[config.mk]
export PLATFORM = sky130hd
export DESIGN_NAME = txo_channel
export DESIGN_NICKNAME = d
export VERILOG_FILES = /design/src/shared/txo_pkg.sv /design/src/shared/txo_tbl_if.sv /design/src/txo_offtime_mem.sv /design/src/txo_rx_delay.sv /design/src/txo_channel.sv
export SDC_FILE = /design/constraint.sdc
export NUM_CORES = 1
export LEC_CHECK = 0
export BUFFER_PORTS_ARGS = -buffer_cell sky130_fd_sc_hd__buf_2
export CORE_ASPECT_RATIO = 0.5
export CORE_UTILIZATION = 56
export DETAILED_ROUTE_END_ITERATION = 8
export PLACE_DENSITY = 0.78
export SYNTH_ARGS = -nofsm -noshare
export SYNTH_HDL_FRONTEND = slang
export SYNTH_SLANG_ARGS = --single-unit
[constraint.sdc]
create_clock -name clk_in -period 4.1 [get_ports clk_in]
set_input_delay 0.205 -clock clk_in [delete_from_list [all_inputs] [get_ports clk_in]]
set_output_delay 0.205 -clock clk_in [all_outputs]
set_load 0.005 [all_outputs]
[src/shared/txo_pkg.sv]
// package: constants and types for the channel output state block
package txo_pkg;

    localparam int OFF_W   = 7;
    localparam int WAVE_W  = 2;
    localparam int WIDTH_W = 9;
    localparam int DCODE_W = 5;
    localparam int KCNT_W  = 9;
    localparam int IDX_W   = 3;
    localparam int N_WAVES = 4;
    localparam int N_KCODE = 23;

    // table index: bit 2 picks the side, bits 1:0 the waveform
    localparam int          SIDE_BIT  = 2;
    localparam logic        SIDE_P    = 1'b0;
    localparam logic        SIDE_N    = 1'b1;
    localparam logic [6:0]  OFF_RST   = 7'h00;

    localparam logic [8:0]  MIN_WIDTH = 9'h002;
    localparam logic [9:0]  MIN_GAP   = 10'h002;
    localparam logic [7:0]  SUM_ONE   = 8'h01;
    localparam logic [7:0]  SUM_PWM   = 8'h02;
    localparam logic [8:0]  PHASE_ONE = 9'h001;
    localparam logic [8:0]  PHASE_RST = 9'h000;

    // switch-on delay table, in core clock cycles
    localparam logic [4:0]  DCODE_MAX = 5'h16;
    localparam logic [8:0]  K_MAX     = 9'h120;
    localparam logic [8:0]  K_ONE     = 9'h001;
    localparam logic [8:0]  K_TABLE [0:N_KCODE-1] = '{
        9'h001, 9'h008, 9'h00c, 9'h010, 9'h014, 9'h018, 9'h024, 9'h028,
        9'h030, 9'h03c, 9'h040, 9'h048, 9'h050, 9'h060, 9'h064, 9'h078,
        9'h080, 9'h090, 9'h0a0, 9'h0c0, 9'h0c8, 9'h0f0, 9'h120
    };

    typedef enum logic [2:0] {
        OUT_HIZ,
        OUT_RTZ,
        OUT_POS,
        OUT_NEG,
        OUT_RX,
        OUT_CWP,
        OUT_CWN
    } txo_out_e;

endpackage

[src/shared/txo_tbl_if.sv]
// interface: off-time table access between controller and table memory
`timescale 1ns/100ps
interface txo_tbl_if;
    logic                        wr_en;
    logic [txo_pkg::IDX_W-1:0]   wr_index;
    logic [txo_pkg::OFF_W-1:0]   wr_data;
    logic [txo_pkg::WAVE_W-1:0]  wave_sel;
    logic [txo_pkg::IDX_W-1:0]   rd_index;
    logic [txo_pkg::OFF_W-1:0]   p_off;
    logic [txo_pkg::OFF_W-1:0]   n_off;
    logic [txo_pkg::OFF_W-1:0]   rd_data;

    modport ctrl (output wr_en, wr_index, wr_data, wave_sel, rd_index,
                  input  p_off, n_off, rd_data);
    modport mem  (input  wr_en, wr_index, wr_data, wave_sel, rd_index,
                  output p_off, n_off, rd_data);
endinterface

[src/txo_offtime_mem.sv]
// memory: eight off-time values, registered reads for both sides
`timescale 1ns/100ps
module txo_offtime_mem (
    input  wire logic clk_in,
    input  wire logic rst_in,
    txo_tbl_if.mem    tbl
);
    logic [txo_pkg::OFF_W-1:0] mem [0:2*txo_pkg::N_WAVES-1];
    wire  [txo_pkg::IDX_W-1:0] p_idx = {txo_pkg::SIDE_P, tbl.wave_sel};
    wire  [txo_pkg::IDX_W-1:0] n_idx = {txo_pkg::SIDE_N, tbl.wave_sel};

    always_ff @(posedge clk_in) begin
        if (rst_in) begin
            for (int i = 0; i < 2*txo_pkg::N_WAVES; i++) begin
                mem[i] <= txo_pkg::OFF_RST;
            end
        end else if (tbl.wr_en) begin
            mem[tbl.wr_index] <= tbl.wr_data;
        end
    end

    always_ff @(posedge clk_in) begin
        if (rst_in) begin
            tbl.p_off   <= txo_pkg::OFF_RST;
            tbl.n_off   <= txo_pkg::OFF_RST;
            tbl.rd_data <= txo_pkg::OFF_RST;
        end else begin
            tbl.p_off   <= mem[p_idx];
            tbl.n_off   <= mem[n_idx];
            tbl.rd_data <= mem[tbl.rd_index];
        end
    end
endmodule

[src/txo_rx_delay.sv]
// timer: receive-switch turn-on delay after a receive request
`timescale 1ns/100ps
module txo_rx_delay (
    input  wire logic                        clk_in,
    input  wire logic                        rst_in,
    input  wire logic                        request_in,
    input  wire logic [txo_pkg::DCODE_W-1:0] code_in,
    output logic                             done_out
);
    logic [txo_pkg::KCNT_W-1:0] cnt;
    wire  [txo_pkg::KCNT_W-1:0] k_sel;
    wire  [txo_pkg::KCNT_W-1:0] next_cnt = cnt + txo_pkg::K_ONE;

    // codes past the table clamp to the longest delay
    assign k_sel = (code_in > txo_pkg::DCODE_MAX) ? txo_pkg::K_MAX
                                                  : txo_pkg::K_TABLE[code_in];

    always_ff @(posedge clk_in) begin
        if (rst_in || !request_in) begin
            cnt      <= '0;
            done_out <= 1'b0;
        end else if (!done_out) begin
            cnt      <= next_cnt;
            done_out <= (next_cnt >= k_sel);
        end
    end
endmodule

[src/txo_channel.sv]
// top: per-channel transmit output state decode with pwm off-times
//
// Overview of operation
// - delay codes above 10110b use 288 cycles
// - four P off-times, picked by waveform select
// - four N off-times, picked by waveform select
// - invert swaps which switch each off-time gates
// - off-time sum of one forces return-to-zero
// - width minus twice off-time below two forces zero
// - zero off-times need width at least two
// - pulsed mode drives zero, positive or negative
// - invert swaps positive and negative drive results
// - both drives high enters the receive state
// - continuous wave gives high-z, cw levels, receive
// - disabled or program mode gives high-z, damper
// - high-z turns the p and n output switches off
// - receive indicator closes switches after delay; a parked channel ignores it
// - width below two forces return-to-zero
`timescale 1ns/100ps
module txo_channel (
    input  wire logic                            clk_in,
    input  wire logic                            rst_in,
    input  wire logic                            enable_in,
    input  wire logic                            transmit_or_program_select_in,
    input  wire logic                            continuous_wave_select_in,
    input  wire logic                            output_invert_in,
    input  wire logic                            positive_drive_in,
    input  wire logic                            negative_drive_in,
    input  wire logic [txo_pkg::WAVE_W-1:0]      wave_select_in,
    input  wire logic [txo_pkg::WIDTH_W-1:0]     half_cycle_width_in,
    input  wire logic [txo_pkg::DCODE_W-1:0]     rx_switch_delay_code_in,
    input  wire logic                            receive_indicator_in,
    input  wire logic                            reg_wr_en_in,
    input  wire logic [txo_pkg::IDX_W-1:0]       reg_wr_index_in,
    input  wire logic [txo_pkg::OFF_W-1:0]       reg_wr_data_in,
    input  wire logic [txo_pkg::IDX_W-1:0]       reg_rd_index_in,
    output logic [txo_pkg::OFF_W-1:0]            reg_rd_data_out,
    output txo_pkg::txo_out_e                    out_state_out,
    output logic                                 p_fet_on_out,
    output logic                                 n_fet_on_out,
    output logic                                 zero_return_switch_out,
    output logic                                 receive_switch_out,
    output logic                                 receive_damper_out,
    output logic                                 receive_indicator_out,
    output logic                                 cw_logic_enable_out,
    output logic                                 cw_positive_level_out,
    output logic                                 cw_negative_level_out,
    output logic                                 force_rtz_out
);
    txo_tbl_if tbl ();

    txo_pkg::txo_out_e          next_state;
    logic [txo_pkg::WIDTH_W-1:0] phase;
    logic [txo_pkg::WIDTH_W-1:0] next_phase;
    logic                        rx_done;

    // table access
    assign tbl.wr_en    = reg_wr_en_in;
    assign tbl.wr_index = reg_wr_index_in;
    assign tbl.wr_data  = reg_wr_data_in;
    assign tbl.wave_sel = wave_select_in;
    assign tbl.rd_index = reg_rd_index_in;

    txo_offtime_mem u_mem (
        .clk_in (clk_in),
        .rst_in (rst_in),
        .tbl    (tbl)
    );

    // mode decode
    wire active    = enable_in && transmit_or_program_select_in;
    wire cw_mode   = active && continuous_wave_select_in;
    wire both_dr   = positive_drive_in && negative_drive_in;
    wire none_dr   = !positive_drive_in && !negative_drive_in;
    wire drive_pos = output_invert_in ? negative_drive_in : positive_drive_in;
    wire drive_neg = output_invert_in ? positive_drive_in : negative_drive_in;

    // legality of the selected off-times against the half-cycle width
    wire [7:0] off_sum   = {1'b0, tbl.p_off} + {1'b0, tbl.n_off};
    wire [9:0] width_ext = {1'b0, half_cycle_width_in};
    wire [9:0] lim_p     = {2'b00, tbl.p_off, 1'b0} + txo_pkg::MIN_GAP;
    wire [9:0] lim_n     = {2'b00, tbl.n_off, 1'b0} + txo_pkg::MIN_GAP;
    wire bad_sum_one = (off_sum == txo_pkg::SUM_ONE);
    wire bad_margin  = (off_sum >= txo_pkg::SUM_PWM)
                    && ((width_ext < lim_p) || (width_ext < lim_n));
    wire bad_zero    = (off_sum == 8'h00)
                    && (half_cycle_width_in < txo_pkg::MIN_WIDTH);
    wire bad_width   = (half_cycle_width_in < txo_pkg::MIN_WIDTH);
    wire force_rtz   = bad_sum_one || bad_margin || bad_zero || bad_width;

    // with invert, each off-time gates the opposite switch
    wire [txo_pkg::OFF_W-1:0] off_for_p = output_invert_in ? tbl.n_off : tbl.p_off;
    wire [txo_pkg::OFF_W-1:0] off_for_n = output_invert_in ? tbl.p_off : tbl.n_off;

    // output state selection
    always_comb begin
        next_state = txo_pkg::OUT_HIZ;
        if (!active) begin
            next_state = txo_pkg::OUT_HIZ;
        end else if (both_dr) begin
            next_state = txo_pkg::OUT_RX;
        end else if (continuous_wave_select_in) begin
            case ({drive_pos, drive_neg})
                2'b10:   next_state = txo_pkg::OUT_CWP;
                2'b01:   next_state = txo_pkg::OUT_CWN;
                default: next_state = txo_pkg::OUT_HIZ;
            endcase
        end else begin
            case ({drive_pos, drive_neg})
                2'b10:   next_state = force_rtz ? txo_pkg::OUT_RTZ : txo_pkg::OUT_POS;
                2'b01:   next_state = force_rtz ? txo_pkg::OUT_RTZ : txo_pkg::OUT_NEG;
                default: next_state = txo_pkg::OUT_RTZ;
            endcase
        end
    end

    // half-cycle phase, restarted at every state change
    wire phase_wrap = (phase + txo_pkg::PHASE_ONE >= half_cycle_width_in);
    always_comb begin
        if (next_state != out_state_out || phase_wrap) begin
            next_phase = txo_pkg::PHASE_RST;
        end else begin
            next_phase = phase + txo_pkg::PHASE_ONE;
        end
    end

    // a switch conducts only between its leading and trailing off-time
    wire [9:0] phase_ext = {1'b0, next_phase};
    wire [9:0] p_lo      = {3'b000, off_for_p};
    wire [9:0] n_lo      = {3'b000, off_for_n};
    wire       p_window  = (phase_ext >= p_lo) && (phase_ext < width_ext - p_lo);
    wire       n_window  = (phase_ext >= n_lo) && (phase_ext < width_ext - n_lo);
    wire next_p_fet = (next_state == txo_pkg::OUT_POS) && p_window;
    wire next_n_fet = (next_state == txo_pkg::OUT_NEG) && n_window;

    // receive request: own receive state or the shared indicator; a parked channel ignores it
    wire next_rx_state = (next_state == txo_pkg::OUT_RX);
    wire rx_request    = next_rx_state || (receive_indicator_in && active);

    txo_rx_delay u_delay (
        .clk_in     (clk_in),
        .rst_in     (rst_in),
        .request_in (rx_request),
        .code_in    (rx_switch_delay_code_in),
        .done_out   (rx_done)
    );

    always_ff @(posedge clk_in) begin
        if (rst_in) begin
            out_state_out <= txo_pkg::OUT_HIZ;
            phase         <= txo_pkg::PHASE_RST;
            p_fet_on_out  <= 1'b0;
            n_fet_on_out  <= 1'b0;
        end else begin
            out_state_out <= next_state;
            phase         <= next_phase;
            p_fet_on_out  <= next_p_fet;
            n_fet_on_out  <= next_n_fet;
        end
    end

    always_ff @(posedge clk_in) begin
        if (rst_in) begin
            receive_damper_out    <= 1'b1;
            receive_indicator_out <= 1'b0;
            cw_logic_enable_out   <= 1'b0;
            cw_positive_level_out <= 1'b0;
            cw_negative_level_out <= 1'b0;
            force_rtz_out         <= 1'b0;
            reg_rd_data_out       <= txo_pkg::OFF_RST;
        end else begin
            receive_damper_out    <= !rx_request;
            // the cw receive state closes switches but raises no indicator
            receive_indicator_out <= next_rx_state && !continuous_wave_select_in;
            cw_logic_enable_out   <= cw_mode;
            cw_positive_level_out <= (next_state == txo_pkg::OUT_CWP);
            cw_negative_level_out <= (next_state == txo_pkg::OUT_CWN);
            force_rtz_out         <= force_rtz;
            reg_rd_data_out       <= tbl.rd_data;
        end
    end

    // both switches follow the delayed receive request
    always_ff @(posedge clk_in) begin
        if (rst_in) begin
            receive_switch_out     <= 1'b0;
            zero_return_switch_out <= 1'b0;
        end else begin
            receive_switch_out     <= rx_done && rx_request;
            zero_return_switch_out <= rx_done && rx_request;
        end
    end

    wire pulsed_single = active && !continuous_wave_select_in
                      && (positive_drive_in != negative_drive_in);
endmodule

Word level (Yosys, flattened, before mapping). Memory sizes are Yosys's and may differ from the RTL's. A register that Yosys moved wholly into a read port is not among the register bits. Cells that the tools add are included.

Flip-flop bits (word level): 38. Memory bits (read-only): 288. Memory bits (writable): 56. Memories: 2. Latch bits: 0. Input port bits: 39. Logic and storage cells: 92. Output and inout port bits: 20.

Equal/unequal tests: 9. Reduce and logical (&&, ||, !) cells: 23. Multiply operators: 0. Divide/modulo/power cells: 0. Magnitude comparators: 12. Muxes and demuxes: 24. Add/subtract/negate cells: 7. Shift-type cells: 0. Bitwise gates (word level): 1.

Memories: (name not given) (words 32, bits a word 9, read ports 1, clocked after memory_dff 0, write ports 0, line txo_rx_delay.sv:16) `: txo_pkg::K_TABLE[code_in];`; u_mem.mem (words 8, bits a word 7, read ports 3, clocked after memory_dff 3, write ports 8, line txo_offtime_mem.sv:8) `logic [txo_pkg::OFF_W-1:0] mem [0:2*txo_pkg::N_WAVES-1];`.

Operators by type and width (number): $mux 9 (4); $mux 7 (3); $lt 9x10->1 (2); $sub 9x7->10 (2); $add 8x2->9 const B (2); $add 9x1->9 const B (2); $ge 9x7->1 (2); $ge 9x9->1 (2); $lt 9x9->1 (2); $logic_and 1x1->1 (12); $mux 3 (4); $eq 3x3->1 const B (3); $lt 9x2->1 const B (1); $mux 1 (9); $add 7x7->8 (1); $eq 8x1->1 const B (1); $ge 8x2->1 const B (1); $logic_not 8->1 (1); $logic_or 1x1->1 (7); $reduce_or 7->1 (1); $eq 3x2->1 const B (2); $ge 6x6->1 const B (1); $not 5->6 (1); $pmux 3 s2 (1); other kinds (7) (9).

Longest topological paths before layout. Gate-level depths: netlist of the first run.

Depth after elaboration: 18. Mapped depth: 23. Mapped depth without buffers: 22.

Cells and area by module. From an unflattened synthesis of the first run, not the netlist that was laid out.

Cell total of the unflattened synthesis: 778. Area total of the unflattened synthesis: 8090.3 µm².

Modules (own cells, without submodules): txo_offtime_mem (area an instance 3548.4 µm², seq. area each 2102.0 µm², cells an instance 220, times used 1); txo_channel (area an instance 3537.1 µm², seq. area each 560.5 µm², cells an instance 431, times used 1); txo_rx_delay (area an instance 1004.7 µm², seq. area each 200.2 µm², cells an instance 127, times used 1).

Least setup slack after synthesis of the first run. No wires, ideal clock.

Kind: register -> register. From: register u_mem.tbl.n_off[1], read port of u_mem.mem. To: register n_fet_on_out. Data arrival time: 4341 ps. Required time: 4042 ps. Path buffers: 1. Setup slack: -300 ps. Stages on the path, launching flop included: 24. Cell sequence: dfxtp_1 > ha_1 > nand2_1 > nor2_1 > xnor2_1 > ha_1 > nand4_1 > a21oi_1 > a21oi_1 > o31ai_4 > nor3_4 > a311oi_4 > nand3_4 > buf_6 > nor2_1 > ha_1 > a21o_1 > a21o_1 > a21oi_1 > o21ai_0 > a21boi_0 > a211o_1 > nor4_1 > o211a_1.

Longest elaborated chain between the ends: 18. Elaborated cells on any way between the ends: 28.

RTL lines: start, declared (line txo_tbl_if.sv:16) `output p_off, n_off, rd_data);`; $add 8x2->9 (line txo_channel.sv:82) `wire [9:0] lim_n = {2'b00, tbl.n_off, 1'b0} + txo_pkg::MIN_GAP;`; $lt 9x9->1 (line txo_channel.sv:85) `&& ((width_ext < lim_p) || (width_ext < lim_n));`; $logic_or 1x1->1 (line txo_channel.sv:85); $logic_and 1x1->1 (line txo_channel.sv:85); $logic_or 1x1->1 (line txo_channel.sv:89) `wire force_rtz = bad_sum_one || bad_margin || bad_zero || bad_width;`; $logic_or 1x1->1 * (2 in series) (line txo_channel.sv:89); $mux 2, on equally long branches (line txo_channel.sv:110, txo_channel.sv:111); $pmux 2 s2 * (line txo_channel.sv:109) `case ({drive_pos, drive_neg})`; (+2 left out); $mux 3 * (line txo_channel.sv:98) `if (!active) begin`; $ne 3x3->1 * (line txo_channel.sv:120) `if (next_state != out_state_out || phase_wrap) begin`; $logic_or 1x1->1 * (line txo_channel.sv:120); $mux 9 * (line txo_channel.sv:120); via next_phase, one bit (line txo_channel.sv:54) `logic [txo_pkg::WIDTH_W-1:0] next_phase;`; $lt 9x10->1 or $ge 9x7->1 (tied branches) (line txo_channel.sv:132) `wire n_window = (phase_ext >= n_lo) && (phase_ext < width_ext - n_lo);`; $logic_and 1x1->1 * (line txo_channel.sv:132); $logic_and 1x1->1 * (line txo_channel.sv:134) `wire next_n_fet = (next_state == txo_pkg::OUT_NEG) && n_window;`; end signal, assigned (line txo_channel.sv:158) `n_fet_on_out <= next_n_fet;`; end, declared (line txo_channel.sv:40) `output logic n_fet_on_out,`.

The timed path passes the listed nets; every way through them passes the cells marked *. A chain may end at the register's enable or synchronous reset.

Worst setup path after layout of the first run.
From: register u_mem.tbl.p_off[4], read port of u_mem.mem. To: register n_fet_on_out.

Longest elaborated chain between the ends: 18. Elaborated cells on any way between the ends: 28.

RTL lines: start, declared (line txo_tbl_if.sv:16); $add 8x2->9 (line txo_channel.sv:81) `wire [9:0] lim_p = {2'b00, tbl.p_off, 1'b0} + txo_pkg::MIN_GAP;`; $lt 9x9->1 (line txo_channel.sv:85); $logic_or 1x1->1 (line txo_channel.sv:85); $logic_and 1x1->1 (line txo_channel.sv:85); $logic_or 1x1->1 (line txo_channel.sv:89); $logic_or 1x1->1 * (2 in series) (line txo_channel.sv:89); $mux 2, on equally long branches (line txo_channel.sv:110, txo_channel.sv:111); $pmux 2 s2 * (line txo_channel.sv:109); (+2 left out); $mux 3 * (line txo_channel.sv:98); $ne 3x3->1 * (line txo_channel.sv:120); $logic_or 1x1->1 * (line txo_channel.sv:120); $mux 9 * (line txo_channel.sv:120); via next_phase, one bit (line txo_channel.sv:54); $lt 9x10->1 or $ge 9x7->1 (tied branches) (line txo_channel.sv:132); $logic_and 1x1->1 * (line txo_channel.sv:132); $logic_and 1x1->1 * (line txo_channel.sv:134).

Marks and branches as above.

==> results of run 1 <==
==> critical path, delay by kind of cell (launching register included) <==
kind	cells	cell delay (ps)
buf+inv	1	130
flops	1	360
compound gates	11	2090
xor+xnor	1	140
simple gates	8	1000
fa+ha+maj	2	480
==> state kept, by name, indices dropped and copies added, names as in the netlist, 3 cells and up <==
name	count
out_state_out	3
phase	9
reg_rd_data_out	7
u_delay.cnt	9
u_mem.mem	56
u_mem.tbl.n_off	7
u_mem.tbl.p_off	7
u_mem.tbl.rd_data	7
==> cell usage in the layout, fill, tap and decap left out, drive strengths merged, types with 26 or more instances in the layout <==
cell type / instances
edfxtp: 56
ha: 93
nand2: 28
buf: 126
a21oi: 26
and2: 58
inv: 38
nor2: 61
mux4: 28
nor2b: 29
dfxtp: 59
==> per-stage QoR <==
stage / instances / util (%) / setup TNS (ps) / hold slack [ps]
after floorplan: 761 / - / -41.4 / 398
after global placement: 1048 / 65.0 / -172 / 418
after detailed placement: 1048 / 65.0 / -441 / 432
after CTS: 1083 / 70.3 / -188 / 102
after global routing: 1086 / 71.0 / -728 / 125
final: 1086 / 71.0 / -290 / 128
==> layer usage <==
layer | GRT usage [%] | vias to the layer above | part of all wire (%)
met1 | 33.0 | 3005 | 42
met5 | 0 | - | 0
met4 | 7.39 | 0 | 1.2
met2 | 51.6 | 212 | 50
met3 | 7.03 | 29 | 6.3
li1 | - | 3025 | -
==> where the power goes <==
part           leakage (uW)  internal, uW  switching (uW)
registers           0.00102          1270            47.3
clock network      0.000311           970             576
logic               0.00301           390             432
total               0.00434          2630            1060
==> cell usage after synthesis (3+ instances only) <==
| library cell | count | area (um^2) |
|---|---|---|
| ha_1 | 93 | 1160 |
| nor2_1 | 61 | 229 |
| dfxtp_1 | 59 | 1180 |
| and2_1 | 58 | 363 |
| edfxtp_1 | 56 | 1680 |
| inv_1 | 31 | 116 |
| nor2b_1 | 29 | 181 |
| mux4_2 | 28 | 631 |
| nand2_1 | 28 | 105 |
| a21oi_1 | 26 | 130 |
| mux2i_1 | 23 | 230 |
| nand3_1 | 23 | 115 |
| xnor2_1 | 23 | 201 |
| o21ai_0 | 22 | 110 |
| nor3_1 | 21 | 105 |
| xor2_1 | 21 | 184 |
| a21o_1 | 20 | 150 |
| clkbuf_1 | 19 | 71.3 |
| nand2b_1 | 13 | 81.3 |
| or2_2 | 13 | 81.3 |
| nand4_1 | 10 | 62.6 |
| a211oi_1 | 4 | 30.0 |
| mux2_2 | 4 | 45.0 |
| nor4_1 | 4 | 25.0 |
| o21a_1 | 4 | 30.0 |
| o31ai_1 | 4 | 30.0 |
| a211o_1 | 3 | 26.3 |
| buf_1 | 3 | 11.3 |
| fa_1 | 3 | 60.1 |
| nor3b_1 | 3 | 22.5 |
| o2111ai_1 | 3 | 26.3 |
==> path summary, 6_finish.rpt <==
kind | from | to | slack (ps) | depth (start not counted)
setup / recovery | u_mem.tbl.p_off[4] | n_fet_on_out | -170 | 23
hold / removal | transmit_or_program_select_in | cw_logic_enable_out | 130 | 3
setup reg to reg | u_mem.tbl.p_off[4] | n_fet_on_out | -170 | 23
hold reg to reg | u_mem.tbl.rd_data[2] | reg_rd_data_out[2] | 440 | 1
==> logic make-up (layout without fill, tap and decap cells) <==
| family | count (synthesis) | in the layout |
|---|---|---|
| adder cells (fa/ha/maj) | 96 | 96 |
| XOR/XNOR | 44 | 44 |
| AO/OA/AOI/OAI | 109 | 109 |
| multiplexers | 55 | 55 |
| buffers and inverters | 56 | 189 |
| flip-flops | 115 | 115 |
| AND/OR/NAND/NOR | 286 | 286 |
==> area by class of cell <==
cell class	instances	area, um^2	share of cell area [%]
Multi-Input combinational cell	590	5090	52.2
Timing Repair Buffer	126	801	8.21
Clock buffer	19	464	4.76
Sequential cell	115	2880	29.5
Inverter	31	116	1.19
Tap cell	192	240	2.46
Clock inverter	13	163	1.67
==> what timing repair did <==
action | in CTS | in global routing
setup buffers | 3 | 3
resized for setup | 19 | 18
pin swaps | 11 | 12
endpoints found under the setup margin | 2 | 2
==> reports/qor.csv, run 1 <==
metric,value,unit
rows,30,
gp_congestion,0.938,
synth_top_family_by_area,simple AND/OR/NAND/NOR gates,
hp-class,input pin to register,
worst_slack,-172,ps
finalPower,3690,uW
tightest_slew,727,ps
ys.flop_type,dfxtp_1,
wl,20000,um
syn_nets,896,
ant_nets,0,
async_flop_share,0,%
synth-simple-area-share,20.3,%
crit_type,register to register,
finalHoldViolCount,0,
synthDistinctLibCells,67,
drt_iter0_drc,389,
arrival,4640,ps
failed_checks,setup timing,
die_w,171,um
synthCells,761,
ys_seq_area_share,35.8,%
area_growth,21.9,%
drive_above_1_share,29.5,%
fin_nets,1016,
synth_area,8010,um^2
die_y,86.5,um
drc,0,
min_period,4270,ps
clkLatencyLatePin,420,ps
cts_buffers,17,
htreeDepth,4,
ys_warn_count,0,
cts_tree,yes,
fin_crit_sh,104,%
grt_pass1_vias,6274,
dpl.hpwl,14500,um
via_count,6271,
fillers,955,
antennaDiodeCount,0,
cts_hold_buf,0,
syn_area_per_cell,10.5,um^2
synth-xor-area-share,4.81,%
power_density,378,nW/um^2
p_leak,0.00434,uW
pre_cts_ws,-235,ps
slowest_delay,370,ps
antenna_found_initial,0,
cts_sinks,115,
synth-compound-area-share,9.75,%
grt.overflow.total,0,
yosys.area_share.adder,15.3,%
initial_core_util,58.3,%
slew_headroom,51.4,%
drv_cap,0,
path_common_cell,a21oi_2,
avgRoutedWirePerCell,18.4,um
cp-start-kind,register,
port_buffers,58,
skew,7.17,ps
yosys-mux-area-fraction,11.3,%
setup_violations,2,
cp_max_fo,6,
clockBufferDepth,2,
crit_slowest_cell,o31ai_4,
finalMaxSlewViolations,0,
post_dp_cell_area,8930,um^2
cp_cell_sequence,and3_4 > and2_4 > nand2_2 > xor2_1 > ha_1 > nand4_1 > a21oi_2 > a21oi_2 > o31ai_4 > nor3_4 > a311oi_4 > nand3_4 > nor2_4 > buf_4 > ha_4 > a21o_1 > a21o_1 > a21oi_2 > o21ai_1 > a21boi_0 > a211o_1 > nor4_2 > o211a_1,
grt_max_degree,35,
avgViaCountPerCell,5.77,
fmax,234,MHz
grt_pass1_wl,31300,um
die_area,14800,um^2
required,4460,ps
grtUsageTotal,28.1,%
core-area,13700,um^2
outcome,"complete, but fails checks",
ir_worst_vdd,300,uV
rsz0062_at_grt,true,
path_clk_slew,60,ps
cts-root-buf,clkbuf_16,
ys_ff_latch,115,
end_kind,register,
design_area,9760,um^2
synth-edff-count,56,
dr.pass1.iters,5,
io_pins,59,
(Power assumes the default switching activity.)
==> run 2: changes to the inputs <==
- REMOVE_ABC_BUFFERS: not set -> 1
==> reports/qor.csv, run 2 (same netlist as run 1, synthesis figures left out) <==
metric,value,unit,change
outcome,"complete, but fails checks",,
failed_checks,setup timing,,
cp_max_fo,6,,unchanged
path_clk_slew,60,ps,about the same
cts_buffers,17,,unchanged
fin_nets,1028,,+1.2%
cp-start-kind,register,,
cts-root-buf,clkbuf_16,,
grt_max_degree,34,,-2.9%
via_count,6353,,+1.3%
htreeDepth,4,,unchanged
antenna_found_initial,0,,unchanged
grt_pass1_vias,6347,,+1.2%
largest_reg_flops,56,,unchanged
initial_core_util,58.3,%,unchanged
avgViaCountPerCell,5.79,,+0.20%
cts_tree,yes,,
largestRegisters,"u_mem.mem: 56 flops, phase: 9 flops, u_delay.cnt: 9 flops",,
clockBufferDepth,2,,unchanged
tightest_slew,741,ps,+14.5 ps
utilization,72.2,%,+1.1 points
worst_slack,-188,ps,-16.1 ps
area_growth,23.9,%,
pwr-share-clk,39.2,%,-2.7 points
required,4460,ps,about the same
grtUsageTotal,28.0,%,-0.066 points
drc,0,,unchanged
drv_cap,0,,unchanged
slew_headroom,50.4,%,-0.97 points
die_y,86.5,um,unchanged
crit_type,register to register,,
skew,12.5,ps,+5.33 ps
cts_sinks,115,,unchanged
cellInternalPower,2570,uW,-2.6%
dpl.hpwl,14600,um,+0.87%
fin_crit_sh,105,%,+0.39 points
port_buffers,58,,unchanged
dr.pass1.iters,5,,unchanged
die_area,14800,um^2,unchanged
antennaDiodeCount,0,,unchanged
wl,19900,um,-0.14%
power_density,368,nW/um^2,-2.7%
p_sw,1080,uW,+2.5%
arrival,4650,ps,about the same
grt.overflow.total,0,,unchanged
end_kind,register,,
fmax,233,MHz,-0.38%
grt_pass1_wl,31400,um,+0.46%
layout_common_cells,"ha_1 (84), buf_4 (75), buf_2 (58)",,
avgRoutedWirePerCell,18.2,um,-1.2%
post_dp_cell_area,8970,um^2,+0.45%
finalHoldViolCount,0,,unchanged
hp-class,input pin to register,,
drt_iter0_drc,352,,-9.5%
top_register,u_mem.mem,,
core-area,13700,um^2,unchanged
min_period,4290,ps,+16.1 ps
sw_frac_of_total,29.7,%,+1.0 points
finalPower,3650,uW,-1.1%
p_leak,0.00437,uW,+0.59%
drive_above_1_share,31.0,%,+1.5 points
clkLatencyLatePin,420,ps,about the same
finalMaxSlewViolations,0,,unchanged
ir_worst_vdd,375,uV,+25%
design_area,9920,um^2,+1.6%
final_common_cell,ha_1,,
gp_congestion,0.944,,+0.68%
pre_cts_ws,-464,ps,-228 ps
ant_nets,0,,unchanged
pwr-share-comb,24.7,%,+2.4 points
die_w,171,um,unchanged
seq_power_share,36.1,%,+0.3 points
rsz0062_at_grt,true,,
setup_violations,2,,unchanged
rows,30,,unchanged
io_pins,59,,unchanged
## run 2: layer usage
metal  track usage [%]  routed length (um)
met1              33.2                8490
met4              12.3                 564
met3              5.16                1040
met2              50.4                9850
met5                 0                   0
## run 2: metrics by stage
stage | cells | TNS (ps) | hold WS, ps
finish | 1098 | -323 | 104
global route | 1098 | -652 | 108
CTS | 1097 | -290 | 91.1
detailed placement | 1057 | -914 | 429
global placement | 1057 | -599 | 419
floorplan | 736 | -475 | 276
## run 2: timing repair
item | in CTS | in global routing
hold buffers | 0 | 0
resized for setup | 53 | 17
setup endpoints to repair | 2 | 2
pin swaps | 32 | 13
buffers inserted | 9 | 2
hold endpoints to repair | 0 | 0
## run 2: final timing paths
check | start | end | cells after the start | slack (ps)
max | u_mem.tbl.p_off[3] | p_fet_on_out | 23 | -190
min | continuous_wave_select_in | receive_indicator_out | 2 | 100
max reg2reg | u_mem.tbl.p_off[3] | p_fet_on_out | 23 | -190
min reg2reg | u_mem.tbl.rd_data[1] | reg_rd_data_out[1] | 1 | 430
## run 2: critical path, cell delays in order, from the launching register on
cell,delay (ps)
dfxtp_2,340
and3_4,190
and2_4,150
nand2_2,60
xor2_1,140
ha_1,290
nand4_1,100
a21oi_2,130
a21oi_2,100
o31ai_4,370
a22oi_4,100
buf_6,150
o21ai_4,170
nand3_4,130
buf_12,170
nor2_4,130
ha_1,260
a21o_1,190
a21oi_2,130
nor2_1,70
a2111oi_2,220
o21bai_1,140
nor4_1,300
o211a_1,190
## run 2: final cells by class
cell class,instances,area [um^2]
repair buffers,138,922
clock inverters,13,126
flip-flops and latches,115,2870
multi-input cells,590,5200
clock buffers,19,443
fillers,949,3820
inverters,31,116
well taps,192,240
## run 2: power by group through the flow
stage          sequential [uW]  clock [uW]  combinational [uW]
2_1_floorplan             1330           0                 475
3_3_place_gp              1330           0                 765
3_5_place_dp              1340           0                 792
4_1_cts                   1310        1440                 871
5_1_grt                   1320        1480                 979
6_report                  1320        1430                 900
==> run 3: changes to the inputs <==
- SKIP_LAST_GASP: not set -> 1
==> reports/qor.csv, run 3 (same netlist as run 1, synthesis figures left out) <==
metric,value,unit,change
slew_headroom,50.4,%,about the same
crit_type,register to register,,
tightest_slew,741,ps,-0.0770 ps
via_count,6357,,+0.063%
gp_congestion,0.944,,unchanged
fmax,235,MHz,+0.65%
finalMaxSlewViolations,0,,unchanged
end_kind,register,,
ir_worst_vdd,373,uV,-0.75%
cts_buffers,17,,unchanged
met2_usage,50.4,%,unchanged
use_met3,5.16,%,unchanged
io_pins,59,,unchanged
die_w,171,um,unchanged
grt_pass1_wl,31400,um,unchanged
finalPower,3640,uW,about the same
largest_reg_flops,56,,unchanged
worst_slack,-160,ps,+27.7 ps
die_area,14800,um^2,unchanged
cp_max_fo,6,,unchanged
fin_nets,1028,,unchanged
dr.pass1.iters,5,,unchanged
fin_crit_sh,104,%,-0.67 points
layout_common_cells,"ha_1 (84), buf_4 (76), buf_2 (58)",,
rsz0062_at_grt,true,,
power_density,368,nW/um^2,about the same
utilization,72.1,%,about the same
port_buffers,58,,unchanged
largestRegisters,"u_mem.mem: 56 flops, phase: 9 flops, u_delay.cnt: 9 flops",,
drc,0,,unchanged
ant_nets,0,,unchanged
path_clk_slew,60,ps,about the same
skew,12.5,ps,-0.0297 ps
grt_max_degree,34,,unchanged
initial_core_util,58.3,%,unchanged
drv_cap,0,,unchanged
area_growth,23.8,%,about the same
min_period,4260,ps,-27.7 ps
setup_violations,2,,unchanged
htreeDepth,4,,unchanged
cts_sinks,115,,unchanged
top_register,u_mem.mem,,
design_area,9910,um^2,about the same
cts_hold_buf,0,,unchanged
cts-root-buf,clkbuf_16,,
rows,30,,unchanged
avgViaCountPerCell,5.79,,about the same
use_met1,33.2,%,unchanged
drive_above_1_share,31.0,%,unchanged
clockBufferDepth,2,,unchanged
finalHoldViolCount,0,,unchanged
hp-class,input pin to register,,
cts_tree,yes,,
cp-start-kind,register,,
antennaDiodeCount,0,,unchanged
final_common_cell,ha_1,,
wl,19900,um,-0.13%
dpl.hpwl,14600,um,unchanged
arrival,4620,ps,-30 ps
grtUsageTotal,28.0,%,unchanged
grt_pass1_vias,6347,,unchanged
hold-worst-slack,105,ps,+1.54 ps
grt_busiest_layer,met2,,
failed_checks,setup timing,,
antenna_found_initial,0,,unchanged
outcome,"complete, but fails checks",,
fillers,951,,+0.21%
rrSetupSlack,-160,ps,+30 ps
p_leak,0.00437,uW,about the same
clkLatencyLatePin,420,ps,about the same
required,4460,ps,about the same
die_y,86.5,um,unchanged
core-area,13700,um^2,unchanged
drt_iter0_drc,356,,+1.1%
grt.overflow.total,0,,unchanged
avgRoutedWirePerCell,18.1,um,-0.13%
post_dp_cell_area,8970,um^2,unchanged
## run 3: cell counts in the layout (fill, tap and decap cells not counted)
No cell type changed its count.
## run 3: power breakdown
part	switching, uW	total, uW	internal (uW)
Sequential	42.9	1320	1270
Clock	574	1430	856
Combinational	463	899	436
## run 3: path summary, 6_finish.rpt
check	startpoint	depth (start not counted)	to
hold / removal	continuous_wave_select_in	2	receive_indicator_out
hold reg to reg	u_mem.tbl.rd_data[1]	1	reg_rd_data_out[1]
setup reg to reg	u_mem.tbl.p_off[3]	23	p_fet_on_out
setup / recovery	u_mem.tbl.p_off[3]	23	p_fet_on_out
## run 3: area by class of cell
cell class                 count  area (um^2)  area share (%)
multi-input combinational    590         5200            52.4
clock buffer                  19          443            4.47
sequential                   115         2870            29.0
tap                          192          240            2.42
clock inverter                13          126            1.28
timing repair buffer         138          915            9.23
inverter                      31          116            1.17
## run 3: metal layers
metal  share of wire, %  vias to the layer above
met4                2.9                        0
met2                 49                      203
met1                 43                     3059
met3                4.8                       47
li1                   -                     3048
met5                  0                        -
## run 3: repair_timing
action                     CTS  global route
setup endpoints to repair    2             2
setup buffers                9             2
resized for setup           53            14
pin swaps                   32            13
## run 3: worst max-delay path: stages, from the launching register on
cell and delay, ps:
dfxtp_2 340, and3_4 190, and2_4 150, nand2_2 60, xor2_1 140, ha_1 290, nand4_1 100, a21oi_2 130
a21oi_2 100, o31ai_4 370, a22oi_4 100, buf_6 150, o21ai_4 170, nand3_4 130, buf_12 170, nor2_4 130
ha_1 260, a21o_1 190, a21oi_2 130, nor2_1 70, a2111oi_2 200, o21bai_1 140, nor4_1 300, o211a_1 190
## run 3: per-stage QoR
stage               setup slack [ps]  TNS, ps  instances
floorplan                       -245     -475        736
global placement                -326     -599       1057
detailed placement              -464     -914       1057
CTS                             -148     -290       1097
global route                    -346     -675       1098
finish                          -160     -315       1098
